### src/cbu_cfg.svh
/*
  cbu_cfg.svh: encoding constants, field positions and reset values for the
  conditional branch unit.
  assumes: included by bare name from the package and the design module.
*/
`ifndef CBU_CFG_SVH
`define CBU_CFG_SVH

// ****************************************************************
// opcode encodings
// ****************************************************************
`define CBU_OP_IMM_GROUP 6'h10
`define CBU_OP_EQUAL 6'h25
`define CBU_SUB_NEG 5'h00
`define CBU_SUB_NONNEG 5'h02
`define CBU_SUB_NONNEG_LINK 5'h03
`define CBU_SUB_POS 5'h06
`define CBU_SUB_COP2_F 5'h14
`define CBU_SUB_COP2_T 5'h15

// ****************************************************************
// field positions
// ****************************************************************
`define CBU_OP_HI 31
`define CBU_OP_LO 26
`define CBU_F1_HI 25
`define CBU_F1_LO 21
`define CBU_F2_HI 20
`define CBU_F2_LO 16
`define CBU_SEL_HI 20
`define CBU_SEL_LO 18
`define CBU_PAD_HI 17
`define CBU_PAD_LO 16
`define CBU_OFF_HI 15
`define CBU_OFF_LO 0

// ****************************************************************
// constants
// ****************************************************************
`define CBU_LINK_REG 5'h1f
`define CBU_SLOT_STEP 4
`define CBU_LINK_STEP 8
`define CBU_PC_RESET 32'h0000_0000

`endif

### src/cbu_pkg.sv
/*
  cbu_pkg.sv: types shared by the conditional branch unit.
  assumes: cbu_cfg.svh is on the include path.
*/
package cbu_pkg;
  `include "cbu_cfg.svh"

  // branch kind decoded from the instruction word
  typedef enum logic [2:0] {
    CBU_K_NONE = 3'b000,
    CBU_K_COP2_F = 3'b001,
    CBU_K_COP2_T = 3'b010,
    CBU_K_EQUAL = 3'b011,
    CBU_K_NONNEG = 3'b100,
    CBU_K_NONNEG_LINK = 3'b101,
    CBU_K_POS = 3'b110,
    CBU_K_NEG = 3'b111
  } cbu_kind_e;

  // redirect sequencer
  typedef enum logic [0:0] {
    CBU_S_IDLE = 1'b0,
    CBU_S_SLOT = 1'b1
  } cbu_state_e;
endpackage : cbu_pkg

### src/cbu_branch_unit.sv
/*
  cbu_branch_unit.sv: decode and execution of the PC-relative conditional
  branch group: coprocessor-2 false/true, register equality, negative,
  non-negative, non-negative with link and positive.
  assumes: the fetch pipeline presents one 32-bit instruction per accepted
  valid cycle with its own address; operands for both register fields are
  already read; the coprocessor-2 side drives its condition vector; a
  second valid after a branch is that branch's delay slot.
*/
`timescale 1ns/1ns
`include "cbu_cfg.svh"

// Operation
// RL1: target is delay-slot address plus sign-extended offset shifted left one.
// RL2: group opcode with subcode 10100 branches when selected cop2 condition is 0.
// RL3: group opcode with subcode 10101 branches when selected cop2 condition is 1.
// RL4: opcode 100101 compares two registers and branches when they are equal.
// RL5: subcode 00010 branches when source sign bit is zero.
// RL6: subcode 00011 tests non-negative and always writes branch PC plus 8 to r31.
// RL7: subcode 00110 branches when source is non-negative and nonzero.
// RL8: condition judged in branch cycle; redirect only after the delay slot runs.
// RL9: software must put a 32-bit instruction in the linking branch's slot.
// RL10: software must not put branch, jump, return or wait in a delay slot.
// RL11: software must not use r31 as the linking branch's source.
// RL12: cop2 branches can raise coprocessor-unusable and reserved-instruction.
// RL13: equality of register zero with itself is always taken.
// RL14: linking branch on register zero is an always-taken call with link.
// RL15: subcode 00000 branches when source sign bit is one.
// RL16: untaken branch falls through after the slot with only the link effect.
// RL17: the cop2 side holds its condition bits stable during evaluation.
module cbu_branch_unit
  import cbu_pkg::*;
#(
  parameter int XLEN = 32,
  parameter int NUM_COND = 8
)(
  input wire logic i_sys_clk,
  input wire logic i_rstn,
  input wire logic i_valid,
  input wire logic [31:0] i_instr,
  input wire logic [XLEN-1:0] i_pc,
  input wire logic [XLEN-1:0] i_first_source_val,
  input wire logic [XLEN-1:0] i_second_source_val,
  input wire logic [NUM_COND-1:0] i_coproc2_condition,
  input wire logic i_cop2_usable,
  input wire logic i_cop2_present,
  output logic o_redirect,
  output logic [XLEN-1:0] o_next_pc,
  output logic o_link_we,
  output logic [4:0] o_link_reg,
  output logic [XLEN-1:0] o_link_data,
  output logic o_branch_taken,
  output logic o_cop_unusable,
  output logic o_reserved_instr
);

  // ****************************************************************
  // field extraction
  // ****************************************************************
  logic [5:0] op_w;
  logic [4:0] sub_w;
  logic [2:0] condition_select;
  logic [1:0] sel_pad_w;
  logic [15:0] offset_w;
  assign op_w = i_instr[`CBU_OP_HI:`CBU_OP_LO];
  assign sub_w = i_instr[`CBU_F1_HI:`CBU_F1_LO];
  assign condition_select = i_instr[`CBU_SEL_HI:`CBU_SEL_LO];
  assign sel_pad_w = i_instr[`CBU_PAD_HI:`CBU_PAD_LO];
  assign offset_w = i_instr[`CBU_OFF_HI:`CBU_OFF_LO];

  // decode used for both the kind and the exception checks
  function automatic cbu_kind_e decode_kind(input logic [5:0] op, input logic [4:0] sub);
    cbu_kind_e k;
    k = CBU_K_NONE;
    if (op == `CBU_OP_EQUAL)
    begin
      k = CBU_K_EQUAL;
    end
    else if (op == `CBU_OP_IMM_GROUP)
    begin
      unique case (sub)
        `CBU_SUB_COP2_F: k = CBU_K_COP2_F;
        `CBU_SUB_COP2_T: k = CBU_K_COP2_T;
        `CBU_SUB_NONNEG: k = CBU_K_NONNEG;
        `CBU_SUB_NONNEG_LINK: k = CBU_K_NONNEG_LINK;
        `CBU_SUB_POS: k = CBU_K_POS;
        `CBU_SUB_NEG: k = CBU_K_NEG;
        default: k = CBU_K_NONE;
      endcase
    end
    return k;
  endfunction : decode_kind

  // ****************************************************************
  // condition evaluation, judged in the branch cycle
  // ****************************************************************
  cbu_kind_e kind_w;
  logic src_sign_w;
  logic src_zero_w;
  logic sel_cond_w;
  logic is_cop2_w;
  logic cop2_fault_w;
  logic cond_w;
  assign kind_w = i_valid ? decode_kind(op_w, sub_w) : CBU_K_NONE;
  assign src_sign_w = i_first_source_val[XLEN-1];
  assign src_zero_w = (i_first_source_val == '0);
  // out-of-range select reads as false rather than wrapping
  assign sel_cond_w = (int'(condition_select) < NUM_COND) ?
                      i_coproc2_condition[condition_select] : 1'b0;
  assign is_cop2_w = (kind_w == CBU_K_COP2_F) || (kind_w == CBU_K_COP2_T);
  // RL12: cop2 exceptions
  // a nonzero must-be-zero field or a missing unit is reserved; otherwise a
  // disabled unit is unusable; either fault suppresses the branch entirely
  assign cop2_fault_w = is_cop2_w &&
                        (!i_cop2_present || !i_cop2_usable || (sel_pad_w != 2'b00));

  always_comb
  begin
    unique case (kind_w)
      // RL2: false variant
      CBU_K_COP2_F: cond_w = !sel_cond_w;
      // RL3: true variant
      CBU_K_COP2_T: cond_w = sel_cond_w;
      // RL4: equality compare
      // RL13: r0 against r0 compares equal, so always taken
      CBU_K_EQUAL: cond_w = (i_first_source_val == i_second_source_val);
      // RL5: sign bit clear
      // RL14: r0 reads zero, so the linking form always branches
      CBU_K_NONNEG, CBU_K_NONNEG_LINK: cond_w = !src_sign_w;
      // RL7: positive and nonzero
      CBU_K_POS: cond_w = !src_sign_w && !src_zero_w;
      // RL15: sign bit set
      CBU_K_NEG: cond_w = src_sign_w;
      CBU_K_NONE: cond_w = 1'b0;
    endcase
  end

  // RL1: target from the delay-slot address
  logic [XLEN-1:0] off_ext_w;
  logic [XLEN-1:0] slot_pc_w;
  logic [XLEN-1:0] target_w;
  assign off_ext_w = {{(XLEN-17){offset_w[15]}}, offset_w, 1'b0};
  assign slot_pc_w = i_pc + XLEN'(`CBU_SLOT_STEP);
  assign target_w = slot_pc_w + off_ext_w;

  logic is_branch_w;
  logic taken_w;
  assign is_branch_w = (kind_w != CBU_K_NONE) && !cop2_fault_w;
  assign taken_w = is_branch_w && cond_w;

  // ****************************************************************
  // redirect sequencer
  // ****************************************************************
  cbu_state_e state_r;
  cbu_state_e state_nxt;
  logic take_r;
  logic take_nxt;
  logic [XLEN-1:0] tgt_r;
  logic [XLEN-1:0] tgt_nxt;
  logic [XLEN-1:0] fall_r;
  logic [XLEN-1:0] fall_nxt;
  logic slot_done_w;
  // a branch in the slot is not legal, so the slot instruction is not decoded
  // as a new branch; keeping the first outcome is the cheapest defined answer
  assign slot_done_w = (state_r == CBU_S_SLOT) && i_valid;

  always_comb
  begin
    state_nxt = state_r;
    take_nxt = take_r;
    tgt_nxt = tgt_r;
    fall_nxt = fall_r;
    unique case (state_r)
      CBU_S_IDLE:
      begin
        if (is_branch_w)
        begin
          state_nxt = CBU_S_SLOT;
          take_nxt = taken_w;
          tgt_nxt = target_w;
          fall_nxt = i_pc + XLEN'(`CBU_LINK_STEP);
        end
      end
      CBU_S_SLOT:
      begin
        // RL8: wait for the delay slot
        if (i_valid)
        begin
          state_nxt = CBU_S_IDLE;
        end
      end
    endcase
  end

  // sequencer state
  always_ff @(posedge i_sys_clk or negedge i_rstn)
  begin
    if (!i_rstn)
    begin
      state_r <= CBU_S_IDLE;
      take_r <= 1'b0;
      tgt_r <= `CBU_PC_RESET;
      fall_r <= `CBU_PC_RESET;
    end
    else
    begin
      state_r <= state_nxt;
      take_r <= take_nxt;
      tgt_r <= tgt_nxt;
      fall_r <= fall_nxt;
    end
  end

  // ****************************************************************
  // registered outputs
  // ****************************************************************
  logic link_w;
  assign link_w = (kind_w == CBU_K_NONNEG_LINK) && is_branch_w && (state_r == CBU_S_IDLE);

  // redirect pulse one cycle after the slot is accepted
  always_ff @(posedge i_sys_clk or negedge i_rstn)
  begin
    if (!i_rstn)
    begin
      o_redirect <= 1'b0;
      o_next_pc <= `CBU_PC_RESET;
      o_branch_taken <= 1'b0;
    end
    else
    begin
      // RL16: untaken falls through past the slot
      o_redirect <= slot_done_w;
      o_branch_taken <= slot_done_w && take_r;
      if (slot_done_w)
      begin
        o_next_pc <= take_r ? tgt_r : fall_r;
      end
    end
  end

  // link write and exception pulses, one cycle after the branch is accepted
  always_ff @(posedge i_sys_clk or negedge i_rstn)
  begin
    if (!i_rstn)
    begin
      o_link_we <= 1'b0;
      o_link_reg <= 5'h00;
      o_link_data <= `CBU_PC_RESET;
      o_cop_unusable <= 1'b0;
      o_reserved_instr <= 1'b0;
    end
    else
    begin
      // RL6: link regardless of outcome
      o_link_we <= link_w;
      o_link_reg <= `CBU_LINK_REG;
      if (link_w)
      begin
        o_link_data <= i_pc + XLEN'(`CBU_LINK_STEP);
      end
      // RL12: report the fault
      o_reserved_instr <= (state_r == CBU_S_IDLE) && is_cop2_w &&
                          (!i_cop2_present || (sel_pad_w != 2'b00));
      o_cop_unusable <= (state_r == CBU_S_IDLE) && is_cop2_w && i_cop2_present &&
                        (sel_pad_w == 2'b00) && !i_cop2_usable;
    end
  end

endmodule : cbu_branch_unit

### config.mk
export PLATFORM = sky130hd
export DESIGN_NAME = cbu_branch_unit
export DESIGN_NICKNAME = d
export VERILOG_FILES = /design/src/cbu_pkg.sv /design/src/cbu_branch_unit.sv
export VERILOG_INCLUDE_DIRS = /design/src
export SDC_FILE = /design/constraint.sdc
export NUM_CORES = 1
export LEC_CHECK = 0
export BUFFER_PORTS_ARGS = -buffer_cell sky130_fd_sc_hd__clkbuf_2
export CAP_MARGIN = 25
export CORE_MARGIN = 10
export CORE_UTILIZATION = 54
export CTS_CLUSTER_SIZE = 8
export DETAILED_ROUTE_END_ITERATION = 8
export PLACE_DENSITY = 0.81
export SYNTH_ARGS = -nofsm -noshare
export SYNTH_HDL_FRONTEND = slang
export SYNTH_SLANG_ARGS = --single-unit
### constraint.sdc
create_clock -name i_sys_clk -period 1.9 [get_ports i_sys_clk]
set_input_delay 0.38 -clock i_sys_clk [delete_from_list [all_inputs] [get_ports i_sys_clk]]
set_output_delay 0.38 -clock i_sys_clk [all_outputs]
set_load 0.01 [all_outputs]
==> reports/metrics.cfg <==
[sta]
fmax_mhz = 381
setup_viol = 51
skew_ps = 7.94
setup_ws_ps = -728
rsz0062_at_grt = true
timing.hold.ws_ps = 128
min_period_ps = 2630
finalCritPeriodShare_pct = 138
maxSlewViolCount = 0
finalHoldViolCount = 0

[synthesis]
synth_top_family_by_area = simple AND/OR/NAND/NOR gates
syn_inst = 865
synth_cell_types = 60
ys_seq_area_share_pct = 41.4
ys_async_sr_fraction_pct = 100
synth_seq_cells = 135
ys_top_cells_by_area = dfrtp_1 41%, ha_1 9.2%, xnor2_1 6.3%
synth_top_area_share_pct = 41.4
synth_area_per_cell_um2 = 9.42
synth_xor_area_share_pct = 9.46
synth_compound_area_share_pct = 15.2
synthMuxAreaShare_pct = 5.71
ys.flop_type = dfrtp_1
ys.warnings.count = 0
synth_area_leader_cell = dfrtp_1
synth_fa_ha_area_share_pct = 9.46
syn-num-nets = 1067
syn_area_um2 = 8150
synthSimpleGateAreaFrac_pct = 15.5
synth-edff-count = 0

[detailed_routing]
drt-pass1-iter-count = 5
wl_um = 30700
via_count = 8525
antenna_left = 0
wl_per_cell_um = 21.4
drt_iter0_drc = 542
drc = 0
vias_per_cell = 5.94

[power_and_ir_drop]
power.leakage_nw = 5.97
p_int_mw = 6.72
pwr-share-comb_pct = 31.4
irDropWorstVdd_v = 0.000787
clkPwrFrac_pct = 31.4
power_switching_mw = 3.26
p_per_area_nw_per_um2 = 787
p_seq_share_pct = 37.2
swShare_pct = 32.7

[final_layout]
drive_gt1_share_pct = 47.9
antennaDiodeCount = 0
nets = 1440
reg.largest.list = o_link_data: 32 flops, o_next_pc: 32 flops, tgt_r: 32 flops
area_delta_synth_final_pct = 55.6
final_cells = 1434
postLayoutCoreUtil_pct = 86.6

[floorplanning]
start_util_pct = 55.7
row_count = 44
die_area_um2 = 20400
die_h_um = 143
io_pins = 215
dieWidth_um = 143
core_area_um2 = 14600

[critical_path]
timing.rr.start = state_r$_DFF_PN0_
worst-path-max-fanout = 3
crit_type = input pin to flip-flop
crit_start = i_pc[2]
cp.arrival_ps = 2960
worstSetupEndpointType = flip-flop
cp_top_family = compound AO/OA/AOI/OAI gates
start_kind = input pin
path_buf_inv = 4
cp.required_ps = 2230
path_cells = clkbuf_16 -> inv_12 -> ha_4 -> inv_2 -> ha_4 -> inv_2 -> fa_2 -> nor2b_2 -> o31a_1 -> a221oi_2 -> o21ai_2 -> o31ai_2 -> or3b_4 -> o31ai_4 -> xnor2_2 -> o21ai_2
critPathMaxStageDelay_ps = 440
cp_slowest_cell = or3b_4

[run]
max_cap_viol_count = 0

[grt]
grt_pass1_wl_um = 45600
grt_antenna_before_repair = 0
grt_max_degree = 44
grtUsageTotal_pct = 28.1
grt_overflow_total = 0
grt_pass1_vias = 8837

[hold_path]
worstHoldPathType = input pin to flip-flop
worstHoldStart = i_cop2_usable

[clock_network]
cts_made_buffers = 17
clockBufferDepth = 2
cts_tree = built
worstSkewPairLatency_ps = 440
root_buffer = clkbuf_16
htree_levels = 4
clkSinkCount = 135
cts.clk_slew.worst_paths_ps = 60

[placement]
dp.cells = 1366
place_congestion = 0.905
io_buffers = 214
dpl_worst_slack_ps = -1290
hpwl_um = 19200

[status]
status = finished with violations
violations = setup timing

layer usage:
| metal | global-route usage (%) | share of wire [%] | vias to the layer above |
|---|---|---|---|
| met5 | 0 | 0 | - |
| met1 | 31.6 | 37 | 4181 |
| met4 | 14.4 | 4.5 | 0 |
| met3 | 6.67 | 7.6 | 119 |
| li1 | - | - | 3798 |
| met2 | 48.6 | 50 | 427 |
area by class of cell:
| class | instances | area, um2 |
|---|---|---|
| tap | 184 | 230 |
| inverter | 14 | 65.1 |
| sequential | 135 | 3380 |
| multi-input combinational | 675 | 5540 |
| clock inverter | 12 | 106 |
| timing repair buffer | 395 | 2910 |
| clock buffer | 19 | 443 |
| fill | 727 | 1970 |
worst reg2reg max path, stage by stage, from the launching register on:
cell     delay (ps)
dfrtp_1         430
inv_1           130
nand3_4         150
buf_12          180
buf_16          150
buf_6           130
buf_6           120
nand2_2          50
o21ai_1          50
layout by cell type (no fill, tap or decap), types with 9 or more instances in the layout:
cell type	n
clkbuf_2	210
buf_4	139
dfrtp_1	134
nand2_1	92
o21ai_1	60
nor2_1	51
a21oi_1	50
xnor2_1	50
o21ai_2	36
mux2i_1	33
ha_1	33
ha_4	26
xor2_1	24
clkbuf_16	23
nand4_1	20
nand2_2	19
buf_6	17
a21o_1	16
nand3_1	13
buf_12	12
nand2_4	11
nor4_1	10
inv_1	9
xnor2_2	9
power groups by stage:
stage / sequential (mW) / combinational, mW / clock (mW)
6_report: 3.71 / 3.13 / 3.14
5_1_grt: 3.76 / 3.40 / 3.28
4_1_cts: 3.65 / 2.84 / 3.13
3_5_place_dp: 3.68 / 2.55 / 0
3_3_place_gp: 3.65 / 2.47 / 0
2_1_floorplan: 3.73 / 1.30 / 0
synth_stat cells, types with 3 or more instances:
master    number
dfrtp_1      135
nand2_1      122
o21ai_0       82
ha_1          60
a21oi_1       59
xnor2_1       59
nor2_1        54
mux2i_1       33
xor2_1        29
clkbuf_1      27
o21ai_1       22
nand4_1       20
a21o_1        16
nand3_1       15
inv_1         14
buf_4         12
nor4_1        11
and3_1         7
o21a_1         7
mux2_2         6
nor3_1         6
nor3b_1        5
o21bai_1       4
or3_1          4
a31oi_1        3
and2_1         3
nand2b_1       3
nor2b_1        3
o31ai_1        3
logic make-up after synthesis:
kind of cell | after synthesis
other | 1
XOR/XNOR | 88
multiplexers | 43
AO/OA/AOI/OAI | 214
flip-flops | 135
AND/OR/NAND/NOR | 268
adder cells (fa/ha/maj) | 61
buffers and inverters | 55
per-stage QoR:
step / TNS (ps) / total power, mW / area, um2
after floorplan: -26510 / 5.03 / 8490
final: -14480 / 9.98 / 12700
after global placement: -53870 / 6.12 / 10700
after detailed placement: -56910 / 6.23 / 10700
after CTS: -13440 / 9.62 / 12300
after global routing: -19130 / 10.4 / 12700
worst paths after layout:
path,end,slack [ps],cells after the start
min,o_cop_unusable$_DFF_PN0_,130,2
min reg2reg,o_link_data[1]$_DFFE_PN0P_,470,2
max in group asynchronous,state_r$_DFF_PN0_,910,3
max,tgt_r[28]$_DFFE_PN0P_,-730,16
max reg2reg,tgt_r[4]$_DFFE_PN0P_,410,8
min in group asynchronous,o_next_pc[21]$_DFFE_PN0P_,410,2
what timing repair did:
item,in CTS,in global routing
setup buffers,24,12
hold endpoints to repair,36,0
gates cloned,8,4
hold buffers,1,0
pin swaps,74,56
endpoints found under the setup margin,75,88
resized for setup,140,86
Power figures use the tool's default switching activity.
